**src/pkg/dcwsm_pkg.sv**
```systemverilog
/*
  shared types and constants of the drive control word state machine.
  assumes one clock domain; the fieldbus command word arrives already on that clock.
*/
package dcwsm_pkg;

  // ------------------------------------------------------------
  // command word field positions
  // ------------------------------------------------------------
  localparam int CW_SWITCH_ON = 0;
  localparam int CW_ENABLE_VOLTAGE = 1;
  localparam int CW_QUICK_STOP_N = 2;
  localparam int CW_ENABLE_OPERATION = 3;
  localparam int CW_FAULT_RESET = 7;
  localparam int CW_HALT = 8;
  localparam int CW_ASSIGN_LSB = 11;
  localparam logic [15:0] CMD_WORD_RESET = 16'h0000;
  localparam logic [15:0] CMD_RESERVED_MASK = 16'h0670;

  // ------------------------------------------------------------
  // status word values, low seven bits, voltage bit kept apart
  // ------------------------------------------------------------
  localparam logic [15:0] STATUS_MASK = 16'h006F;
  localparam logic [15:0] SW_NOT_READY = 16'h0000;
  localparam logic [15:0] SW_SWITCH_ON_DISABLED = 16'h0040;
  localparam logic [15:0] SW_READY = 16'h0021;
  localparam logic [15:0] SW_SWITCHED_ON = 16'h0023;
  localparam logic [15:0] SW_OPERATION_ENABLED = 16'h0027;
  localparam logic [15:0] SW_QUICK_STOP = 16'h0007;
  localparam logic [15:0] SW_FAULT_REACTION = 16'h002F;
  localparam logic [15:0] SW_FAULT = 16'h0028;
  localparam logic [15:0] SW_FAULT_AFTER_QS = 16'h0008;
  localparam int SW_VOLTAGE_ENABLED = 4;
  localparam int SW_DIRECTION = 15;

  // ------------------------------------------------------------
  // function source codes for the assignable bits 11..15
  // ------------------------------------------------------------
  localparam logic [2:0] SRC_NONE = 3'h0;
  localparam logic [2:0] SRC_BIT11 = 3'h1;
  localparam logic [2:0] SRC_BIT15 = 3'h5;
  localparam logic [2:0] SRC_DIR_DEFAULT = SRC_BIT11;

  typedef enum logic [1:0] {
    STOP_RAMP,
    STOP_FAST,
    STOP_FREEWHEEL,
    STOP_DC_INJECTION
  } dcwsm_stop_t;

  typedef enum logic [2:0] {
    ST_NOT_READY,
    ST_SWITCH_ON_DISABLED,
    ST_READY,
    ST_SWITCHED_ON,
    ST_OPERATION_ENABLED,
    ST_QUICK_STOP,
    ST_FAULT_REACTION,
    ST_FAULT
  } dcwsm_state_t;

  typedef struct packed {
    logic [2:0] fieldbus_dir_source;
    logic [2:0] fieldbus_fast_stop_source;
    logic [2:0] fieldbus_freewheel_source;
    logic [2:0] fieldbus_dc_inject_source;
    dcwsm_stop_t stop_type;
    logic disable_stop_on_ramp;
    logic fault_motor_power;
    logic fault_supply_need;
  } dcwsm_cfg_t;

  typedef struct packed {
    logic valid;
    logic is_config;
  } dcwsm_param_req_t;

  typedef struct packed {
    logic accept;
    logic reject;
  } dcwsm_param_ans_t;

  typedef struct packed {
    logic motor_power;
    logic supply_need;
    logic contactor;
    logic halt;
    dcwsm_stop_t halt_stop_type;
    logic reverse;
    logic dc_inject;
  } dcwsm_drive_t;

endpackage

```
**src/core/dcwsm_sync.sv**
```systemverilog
/*
  two flip-flop synchroniser for a group of pin levels.
  assumes the inputs are asynchronous levels; only the second stage is read outside.
*/
`timescale 1ns/1ns
module dcwsm_sync #(
  parameter int WIDTH = 1
) (
  input wire logic clk_i,
  input wire logic reset_n_i,
  input wire logic [WIDTH-1:0] async_i,
  output logic [WIDTH-1:0] sync_o
);

  logic [WIDTH-1:0] meta_q;
  logic [WIDTH-1:0] sync_q;

  always_ff @(posedge clk_i or negedge reset_n_i) begin
    if (!reset_n_i) begin
      meta_q <= '0;
      sync_q <= '0;
    end else begin
      meta_q <= async_i;
      sync_q <= meta_q;
    end
  end

  assign sync_o = sync_q;

endmodule // dcwsm_sync

```
**src/core/dcwsm_top.sv**
```systemverilog
/*
  drive control word state machine: decodes the fieldbus command word into drive states,
  reports the status word, gates configuration writes and motor power by state.
  assumes the command word, its write strobe and the fault inputs come from logic on SYS_CLK_I;
  the terminal stop pins and the mains-present pin are asynchronous.
*/
// Behaviour
// RULE_01 - bits 0-3 and 7 hold switch on, voltage, quick stop (low), run and fault reset; 4-6, 9, 10 are reserved.
// RULE_02 - shutdown, switch on, enable and disable operation, disable voltage and quick stop decode from low bits.
// RULE_03 - fault reset acts only on a rise of bit 7 and leaves fault for switch on disabled once the cause is gone.
// RULE_04 - halt in bit 8 stops motion by the configured stop type while staying in operation enabled.
// RULE_05 - while halt is active the motor gets no power and no torque.
// RULE_06 - a fast stop from a terminal or an assigned command bit moves the drive to switched on.
// RULE_07 - a freewheel stop from a terminal or an assigned command bit moves the drive to switch on disabled.
// RULE_08 - bits 11 to 15 are assignable, each picked by a source code to feed a drive function such as dc injection.
// RULE_09 - by default bit 11 is the direction request, 0 forward and 1 reverse.
// RULE_10 - config writes pass in states 1, 2, 3 and 8, fail in 5 and 6, and in state 4 force switch on disabled.
// RULE_11 - motor power flows only in operation enabled and during the fast stop of quick stop active; code also allows it in fault reaction.
// RULE_12 - in fault reaction active, supply need and motor power follow the configured error response.
// RULE_13 - non configuration parameters are accepted in every state with no transition.
// RULE_14 - the status word masked with 006F reads the documented code of each state.
// RULE_15 - disable operation freewheels straight to switched on at setting 0, or ramps down first at setting 1.
// RULE_16 - after reset the drive leaves not ready alone for switch on disabled and takes commands only from there.
// RULE_17 - a command word that matches no transition of the current state leaves the state unchanged.
`timescale 1ns/1ns
module dcwsm_top
  import dcwsm_pkg::*;
(
  input wire logic SYS_CLK_I,
  input wire logic RESET_N_I,
  input wire logic CMD_WR_I,
  input wire logic [15:0] CMD_WORD_I,
  output logic [15:0] CMD_WORD_O,
  output logic [15:0] STATUS_WORD_O,
  output dcwsm_pkg::dcwsm_state_t STATE_O,
  input wire dcwsm_pkg::dcwsm_cfg_t CFG_I,
  input wire logic FAST_STOP_PIN_I,
  input wire logic FREEWHEEL_PIN_I,
  input wire logic MAINS_PRESENT_PIN_I,
  input wire logic FAULT_DETECT_I,
  input wire logic FAULT_CAUSE_ACTIVE_I,
  input wire logic FAULT_REACTION_DONE_I,
  input wire logic RAMP_STOPPED_I,
  input wire dcwsm_pkg::dcwsm_param_req_t PARAM_REQ_I,
  output dcwsm_pkg::dcwsm_param_ans_t PARAM_ANS_O,
  output dcwsm_pkg::dcwsm_drive_t DRIVE_O
);

  // ------------------------------------------------------------
  // state record
  // ------------------------------------------------------------
  typedef struct packed {
    dcwsm_state_t state;
    logic [15:0] cmd;
    logic fault_reset_prev;
    logic ramping;
    logic qs_stopped;
    logic fault_after_qs;
    dcwsm_param_ans_t ans;
    logic [15:0] status;
    dcwsm_drive_t drive;
  } dcwsm_regs_t;

  dcwsm_regs_t r_q;
  dcwsm_regs_t r_d;
  logic [2:0] pins_sync;
  logic fast_pin;
  logic free_pin;
  logic mains_ok;

  // pins are asynchronous, so they pass two stages before the decoder
  dcwsm_sync #(
    .WIDTH(3)
  ) u_pin_sync (
    .clk_i(SYS_CLK_I),
    .reset_n_i(RESET_N_I),
    .async_i({MAINS_PRESENT_PIN_I, FREEWHEEL_PIN_I, FAST_STOP_PIN_I}),
    .sync_o(pins_sync)
  );

  assign fast_pin = pins_sync[0];
  assign free_pin = pins_sync[1];
  assign mains_ok = pins_sync[2];

  // ------------------------------------------------------------
  // assignable bit selection
  // ------------------------------------------------------------
  function automatic logic pick_bit(input logic [2:0] src, input logic [15:0] word);
    logic [2:0] idx;
    idx = 3'(src - SRC_BIT11);
    if (src >= SRC_BIT11 && src <= SRC_BIT15) begin // RULE_08
      pick_bit = word[CW_ASSIGN_LSB + int'(idx)];
    end else begin
      pick_bit = 1'b0;
    end
  endfunction

  // ------------------------------------------------------------
  // next state
  // ------------------------------------------------------------
  always_comb begin
    logic [15:0] c;
    logic cmd_shutdown;
    logic cmd_switch_on;
    logic cmd_enable_op;
    logic cmd_disable_voltage;
    logic cmd_quick_stop;
    logic fault_reset_edge;
    logic fast_req;
    logic free_req;
    logic cfg_write;
    logic stop_power;
    c = r_q.cmd;
    r_d = r_q;
    // reserved bits are written zero and never stored
    if (CMD_WR_I) begin
      r_d.cmd = CMD_WORD_I & ~CMD_RESERVED_MASK; // RULE_01
    end
    cmd_shutdown = c[CW_QUICK_STOP_N] && c[CW_ENABLE_VOLTAGE] && !c[CW_SWITCH_ON]; // RULE_02
    cmd_switch_on = c[CW_QUICK_STOP_N] && c[CW_ENABLE_VOLTAGE] && c[CW_SWITCH_ON] &&
                    !c[CW_ENABLE_OPERATION]; // RULE_02
    cmd_enable_op = c[CW_QUICK_STOP_N] && c[CW_ENABLE_VOLTAGE] && c[CW_SWITCH_ON] &&
                    c[CW_ENABLE_OPERATION]; // RULE_02
    cmd_disable_voltage = !c[CW_ENABLE_VOLTAGE]; // RULE_02
    cmd_quick_stop = c[CW_ENABLE_VOLTAGE] && !c[CW_QUICK_STOP_N]; // RULE_02
    fault_reset_edge = c[CW_FAULT_RESET] && !r_q.fault_reset_prev; // RULE_03
    r_d.fault_reset_prev = c[CW_FAULT_RESET];
    fast_req = fast_pin || pick_bit(CFG_I.fieldbus_fast_stop_source, c); // RULE_06
    free_req = free_pin || pick_bit(CFG_I.fieldbus_freewheel_source, c); // RULE_07
    cfg_write = PARAM_REQ_I.valid && PARAM_REQ_I.is_config;
    r_d.ans = '0;
    if (PARAM_REQ_I.valid) begin
      if (!PARAM_REQ_I.is_config) begin
        r_d.ans.accept = 1'b1; // RULE_13
      end else if (r_q.state == ST_OPERATION_ENABLED || r_q.state == ST_QUICK_STOP ||
                   r_q.state == ST_FAULT_REACTION) begin
        r_d.ans.reject = 1'b1; // RULE_10
      end else begin
        r_d.ans.accept = 1'b1; // RULE_10
      end
    end
    if (RAMP_STOPPED_I && r_q.state == ST_QUICK_STOP) begin
      r_d.qs_stopped = 1'b1;
    end
    // a fault outranks every command
    if (FAULT_DETECT_I && r_q.state != ST_FAULT && r_q.state != ST_FAULT_REACTION &&
        r_q.state != ST_NOT_READY) begin
      r_d.state = ST_FAULT_REACTION;
      r_d.fault_after_qs = (r_q.state == ST_QUICK_STOP);
      r_d.ramping = 1'b0;
    end else begin
      case (r_q.state) // RULE_17
        ST_NOT_READY: begin
          r_d.state = ST_SWITCH_ON_DISABLED; // RULE_16
        end
        ST_SWITCH_ON_DISABLED: begin
          if (cmd_shutdown) begin
            r_d.state = ST_READY;
          end
        end
        ST_READY: begin
          if (free_req || cmd_disable_voltage || cmd_quick_stop) begin
            r_d.state = ST_SWITCH_ON_DISABLED; // RULE_07
          end else if (cmd_enable_op) begin
            r_d.state = ST_OPERATION_ENABLED;
          end else if (cmd_switch_on) begin
            r_d.state = ST_SWITCHED_ON;
          end
        end
        ST_SWITCHED_ON: begin
          if (free_req || cmd_disable_voltage || cmd_quick_stop || cfg_write) begin
            r_d.state = ST_SWITCH_ON_DISABLED; // RULE_10
          end else if (cmd_shutdown) begin
            r_d.state = ST_READY;
          end else if (cmd_enable_op) begin
            r_d.state = ST_OPERATION_ENABLED;
          end
        end
        ST_OPERATION_ENABLED: begin
          if (free_req || cmd_disable_voltage) begin
            r_d.state = ST_SWITCH_ON_DISABLED; // RULE_07
            r_d.ramping = 1'b0;
          end else if (cmd_quick_stop) begin
            r_d.state = ST_QUICK_STOP;
            r_d.qs_stopped = 1'b0;
            r_d.ramping = 1'b0;
          end else if (cmd_shutdown) begin
            r_d.state = ST_READY;
            r_d.ramping = 1'b0;
          end else if (fast_req) begin
            r_d.state = ST_SWITCHED_ON; // RULE_06
            r_d.ramping = 1'b0;
          end else if (cmd_switch_on || r_q.ramping) begin
            // ramp down first only when the setting asks for it
            if (CFG_I.disable_stop_on_ramp && !(r_q.ramping && RAMP_STOPPED_I)) begin
              r_d.ramping = 1'b1; // RULE_15
            end else begin
              r_d.state = ST_SWITCHED_ON; // RULE_15
              r_d.ramping = 1'b0;
            end
          end
        end
        ST_QUICK_STOP: begin
          if (cmd_disable_voltage || free_req) begin
            r_d.state = ST_SWITCH_ON_DISABLED;
          end
        end
        ST_FAULT_REACTION: begin
          if (FAULT_REACTION_DONE_I) begin
            r_d.state = ST_FAULT;
          end
        end
        ST_FAULT: begin
          if (fault_reset_edge && !FAULT_CAUSE_ACTIVE_I) begin
            r_d.state = ST_SWITCH_ON_DISABLED; // RULE_03
            r_d.fault_after_qs = 1'b0;
          end
        end
        default: begin
          r_d.state = ST_NOT_READY;
        end
      endcase
    end
    // outputs follow the state just chosen, so they line up with STATE_O
    case (r_d.state) // RULE_14
      ST_SWITCH_ON_DISABLED: r_d.status = SW_SWITCH_ON_DISABLED;
      ST_READY: r_d.status = SW_READY;
      ST_SWITCHED_ON: r_d.status = SW_SWITCHED_ON;
      ST_OPERATION_ENABLED: r_d.status = SW_OPERATION_ENABLED;
      ST_QUICK_STOP: r_d.status = SW_QUICK_STOP;
      ST_FAULT_REACTION: r_d.status = SW_FAULT_REACTION;
      ST_FAULT: r_d.status = r_d.fault_after_qs ? SW_FAULT_AFTER_QS : SW_FAULT;
      default: r_d.status = SW_NOT_READY;
    endcase
    r_d.drive.reverse = pick_bit(CFG_I.fieldbus_dir_source, r_d.cmd); // RULE_09
    r_d.status[SW_VOLTAGE_ENABLED] = mains_ok;
    r_d.status[SW_DIRECTION] = r_d.drive.reverse;
    r_d.drive.halt = (r_d.state == ST_OPERATION_ENABLED) && r_d.cmd[CW_HALT]; // RULE_04
    r_d.drive.halt_stop_type = CFG_I.stop_type; // RULE_04
    r_d.drive.dc_inject = (r_d.state == ST_OPERATION_ENABLED) &&
                          pick_bit(CFG_I.fieldbus_dc_inject_source, r_d.cmd); // RULE_08
    stop_power = (r_d.state == ST_QUICK_STOP) && !r_d.qs_stopped;
    case (r_d.state)
      ST_OPERATION_ENABLED: r_d.drive.motor_power = !r_d.drive.halt; // RULE_05
      ST_QUICK_STOP: r_d.drive.motor_power = stop_power; // RULE_11
      ST_FAULT_REACTION: r_d.drive.motor_power = CFG_I.fault_motor_power; // RULE_12
      default: r_d.drive.motor_power = 1'b0; // RULE_11
    endcase
    case (r_d.state)
      ST_SWITCHED_ON, ST_OPERATION_ENABLED, ST_QUICK_STOP: r_d.drive.supply_need = 1'b1;
      ST_FAULT_REACTION: r_d.drive.supply_need = CFG_I.fault_supply_need; // RULE_12
      default: r_d.drive.supply_need = 1'b0;
    endcase
    r_d.drive.contactor = r_d.drive.supply_need;
  end

  // ------------------------------------------------------------
  // registers
  // ------------------------------------------------------------
  always_ff @(posedge SYS_CLK_I or negedge RESET_N_I) begin
    if (!RESET_N_I) begin
      r_q <= '{state: ST_NOT_READY, cmd: CMD_WORD_RESET, status: SW_NOT_READY, default: '0}; // RULE_16
    end else begin
      r_q <= r_d;
    end
  end

  assign CMD_WORD_O = r_q.cmd;
  assign STATUS_WORD_O = r_q.status;
  assign STATE_O = r_q.state;
  assign PARAM_ANS_O = r_q.ans;
  assign DRIVE_O = r_q.drive;

endmodule // dcwsm_top

```
**config.mk**
```make
export PLATFORM = sky130hd
export DESIGN_NAME = dcwsm_top
export DESIGN_NICKNAME = d
export VERILOG_FILES = /design/src/pkg/dcwsm_pkg.sv /design/src/core/dcwsm_sync.sv /design/src/core/dcwsm_top.sv
export SDC_FILE = /design/constraint.sdc
export NUM_CORES = 1
export LEC_CHECK = 0
export BUFFER_PORTS_ARGS = -buffer_cell sky130_fd_sc_hd__buf_2
export CAP_MARGIN = 20
export CORE_MARGIN = 2
export CORE_UTILIZATION = 57
export DETAILED_ROUTE_END_ITERATION = 6
export PLACE_DENSITY = 0.84
export SYNTH_ARGS = -nofsm -noshare
export SYNTH_HDL_FRONTEND = slang
export SYNTH_SLANG_ARGS = --single-unit
```
**constraint.sdc**
```tcl
create_clock -name SYS_CLK_I -period 4.2 [get_ports SYS_CLK_I]
set_input_delay 0.42 -clock SYS_CLK_I [delete_from_list [all_inputs] [get_ports SYS_CLK_I]]
set_output_delay 0.42 -clock SYS_CLK_I [all_outputs]
set_load 0.03 [all_outputs]
```
# == Word level (Yosys, flattened, before mapping) ==
# Index checks and enable logic that the tools add are counted.
# totals
output_inout_bits,45
reg_bits,54
elab_cells,157
inputBits,45
# classes
order_cmp,12
reduce_logical,45
n_addsub,8
n_eq_ne,16
n_mux,59
# op_table
operator,count
3-bit 2-to-1 mux,17
7-bit one-hot mux with 7 select lines,1
1-bit 2-to-1 mux,30
"3-bit equality test, second input constant",8
3-bit one-hot mux with 8 select lines,1
1-bit logical AND,22
"4-bit by 3-bit adder with 5-bit output, first input constant",4
"5-bit < comparator, second input constant",4
1-bit binary-select mux with 4-bit select,4
16-bit 2-to-1 mux,1
"3-bit by 2-bit equality test with 1-bit output, second input constant",4
"3-bit by 1-bit >= comparator with 1-bit output, second input constant",4
"3-bit <= comparator, second input constant",4
"3-bit by 1-bit subtractor with 3-bit output, second input constant",4
1-bit zero test,9
1-bit logical OR,8
"3-bit by 1-bit equality test with 1-bit output, second input constant",2
6-bit 2-to-1 mux,1
"3-bit != test, second input constant",2
6-bit nonzero test,1
2-bit 2-to-1 mux,2
3-bit zero test,1
1-bit one-hot mux with 3 select lines,1
3-bit nonzero test,1
4 further kinds,4

# == Longest topological paths before layout ==
# logic_depth
word_depth,17
depth_mapped,12
mapped_depth_nobuf,10

# == By module ==
# A second synthesis with hierarchy kept.
# hier_totals
cells_unflattened,340
hier_area_um2,3276.9
# modules_own_cells
module,area_per_inst_um2,seq_area_each_um2,cells_each,n_inst
dcwsm_top,3126.7,975.9,334,1
dcwsm_sync,150.1,150.1,6,1

# == Worst setup path after synthesis ==
# Ideal clock, no wire load.
# synth_timing
kind,input -> register
startpoint,in CFG_I[11] (netlist bit)
endpoint,reg r_q (netlist bit DRIVE_O[7])
slack_ns,1.026
required_time_ns,4.096
setup_time_ns,0.104
arrival_time_ns,3.070
cell_stages,11
n_path_buf,2
cell_sequence,buf_2 > inv_1 > ha_1 > mux4_2 > a2111oi_4 > o21ai_2 > a31o_1 > a21o_1 > buf_6 > or4b_1 > o311ai_1
# synth_lines
element,line,rtl
from (decl),dcwsm_top.sv:36,"input wire dcwsm_pkg::dcwsm_cfg_t CFG_I,"
to (signal assigned),dcwsm_top.sv:264,r_q <= r_d;
to (decl),dcwsm_top.sv:64,dcwsm_regs_t r_q;

==> flow_summary.yaml <==
drt:
  firstDrtPassIters: 4
  vias_per_cell: 5.674
  post_drt_wl_per_cell_um: 15.22
  drt_iter0_markers: 133
  wirelength_mm: 6.437
  drcViolationCount: 0
  vias: 2400
  ant_nets: 0
grt:
  grt_first_pass_wirelength_mm: 10.63
  grt_max_degree: 46
  globalRouteOverflowTotal: 0
  antenna_found_initial: 0
  grt_pass1_vias: 2273
  track_usage_pct: 22.07
power:
  seqPwrFrac_pct: 36.7
  combinationalPowerShare_pct: 42.8
  p_sw_share_pct: 41.38
  ir_drop_v: 0.0003666
  leakage_nw: 1.607
  switching_power_uw: 691.4
  cellPowerDensity_nw_per_um2: 504.5
  p_int_uw: 979.4
  p_clk_share_pct: 20.5
  p_total_mw: 1.671
critical_path:
  r2r_start: "CMD_WORD_O[1]$_DFF_PN0_"
  endpoint_kind: "register"
  cp_max_fo: 9
  r2r_slack_ns: 1.31
  start_kind: "primary input"
  required_ns: 4.39
  critPathKind: "in2reg"
  crit_arrival_ns: 3.31
  crit_start: "CFG_I[11]"
synth:
  ys_warn_count: 0
  synth_edf_count: 0
  ys_types: 57
  synth.avg_cell_area_um2: 9.675
  synth_top_area_cell: "dfrtp_1"
  async_flop_share_pct: 100.0
  ys_seq_area_share_pct: 36.14
  synthMuxAreaShare_pct: 12.01
  synth_top_family_by_area: "buffers and inverters"
  synth_compound_area_share_pct: 15.42
  yosys.area_share.simple_pct: 13.53
  syn_inst: 322
  synth_top_area_share_pct: 36.14
  synth_area_um2: 3115
  synthFlopType: "dfrtp_1"
  ys_ff_latch: 45
  synth_xor_area_share_pct: 2.691
  netlist_top_cells_area: "dfrtp_1 36%, buf_4 11%, mux4_2 7.2%"
  synthAdderAreaFrac_pct: 4.016
timing:
  finalClockSkew_ns: 0.004247
  fin_hold_ws_ns: 0.2203
  period_needed_ns: 3.115
  slew_viol_final: 0
  relSlewSlack_pct: 35.31
  fmax_mhz: 321.1
  finalCritPeriodShare_pct: 74.16
  rsz0062_at_grt: "false"
  tightest_slew_ns: 0.9704
  setup_tns_ns: 0
  hold_violations: 0
  setup_viol: 0
final_layout:
  layout-drive-gt1-share_pct: 29.18
  n_fill_cell: 444
  layout_common_cells: "76 x buf_2, 45 x dfrtp_1, 23 x inv_1"
  mostFrequentLayoutCell: "buf_2"
  fin_area_um2: 3312
  nets: 407
  syn_to_final_growth_pct: 6.305
  diodes: 0
clocking:
  cts_root_buffer: "clkbuf_8"
  cts_tree: "yes"
  htreeDepth: 2
  clk_latency_ns: 0.30
  cts.sinks: 45
  numCtsBuffers: 5
  ctsLongestPathBuffers: 2
  ctsHoldBuffers: 0
  cts.clk_slew.worst_paths_ns: 0.08
  post_cts_buffers: 0
  ctsResizeCount: 0
floorplan:
  rows: 26
  fp.dieH_um: 77.93
  dieArea_um2: 6073
  core_um2: 5205
  ios: 90
  die_w_um: 77.93
  initial_core_util_pct: 59.86
min_path:
  hold_class: "in2reg"
  hp-start: "MAINS_PRESENT_PIN_I"
status:
  status: "finished clean"
place:
  dp.final_hpwl_mm: 4.816
  numPortBuffers: 76
  routabilityCongestion: 0.8872
  placed_cell_area_um2: 3196
job:
  cap_violations: 0
==> worst paths after layout <==
check	cells past startpoint	end
max	11	DRIVE_O[7]$_DFF_PN0_
min reg2reg	0	u_pin_sync.sync_o[2]$_DFF_PN0_
max reg2reg	8	DRIVE_O[7]$_DFF_PN0_
max in group asynchronous	1	DRIVE_O[4]$_DFF_PN0_
min in group asynchronous	1	PARAM_ANS_O[1]$_DFF_PN0_
min	1	u_pin_sync.meta_q[2]$_DFF_PN0_
==> cell usage after synthesis (5+ instances only) <==
library cell,count
ha_1,10
nor2b_1,9
a21oi_1,9
o21ai_0,18
mux2i_1,7
dfrtp_1,45
nand2b_1,6
buf_4,46
a31oi_1,6
nor2_1,15
nand2_1,22
mux4_2,10
inv_1,23
nand3_1,9
mux2_2,7
and2_1,5
clkbuf_1,10
==> registers in the layout (all words and copies together) (netlist names) <==
register and flops:
STATE_O 3, u_pin_sync.sync_o 3, DRIVE_O 6, r_q 4
PARAM_ANS_O 2, STATUS_WORD_O 8, CMD_WORD_O 16, u_pin_sync.meta_q 3
==> layer usage <==
metal	vias up	GRT usage, %	routed length, µm
met5	-	0	0
met4	0	5.789	49
met3	6	4.070	366
met2	89	39.40	3340
met1	1159	27.45	2680
li1	1146	-	-
==> logic make-up (layout without fill, tap and decap cells) <==
group                    Yosys count  after routing
AND/OR/NAND/NOR                   82             82
AO/OA/AOI/OAI                     69             69
XOR/XNOR                           8              8
buffers and inverters             83            107
other                              1              8
adder cells (fa/ha/maj)           10             10
multiplexers                      24             24
flip-flops                        45             45
==> power groups by stage <==
stage	logic, mW	registers (mW)	clock network (mW)
final	0.715	0.614	0.342
after global routing	0.782	0.628	0.366
after CTS	0.715	0.613	0.348
after detailed placement	0.711	0.622	0
after global placement	0.697	0.616	0
after floorplan	0.712	0.568	0
==> per-stage QoR <==
stage	std cells	setup WS, ns	utilization, %
floorplan	329	1.026	-
global placement	415	0.8251	61.39
detailed placement	415	0.7723	61.39
CTS	423	1.083	63.63
global route	423	0.8873	63.63
finish	423	1.085	63.63
==> worst max-delay path, cell delays in order <==
cell	delay (ns)
buf_2	0.17
inv_1	0.08
ha_1	0.40
mux4_2	0.56
a2111oi_4	0.36
o21ai_2	0.11
nand3_1	0.14
a221o_1	0.15
a221o_1	0.34
or4b_1	0.47
o311ai_1	0.09
==> area by class of cell <==
| type | count | area [µm²] | area share [%] |
|---|---|---|---|
| flip-flops and latches | 45 | 1126 | 34.00 |
| multi-input cells | 201 | 1515 | 45.75 |
| clock buffers | 7 | 86.33 | 2.607 |
| inverters | 23 | 86.33 | 2.607 |
| well taps | 70 | 87.58 | 2.645 |
| clock inverters | 1 | 30.03 | 0.9067 |
| repair buffers | 76 | 380.4 | 11.48 |
Power figures use the tool's default switching activity.
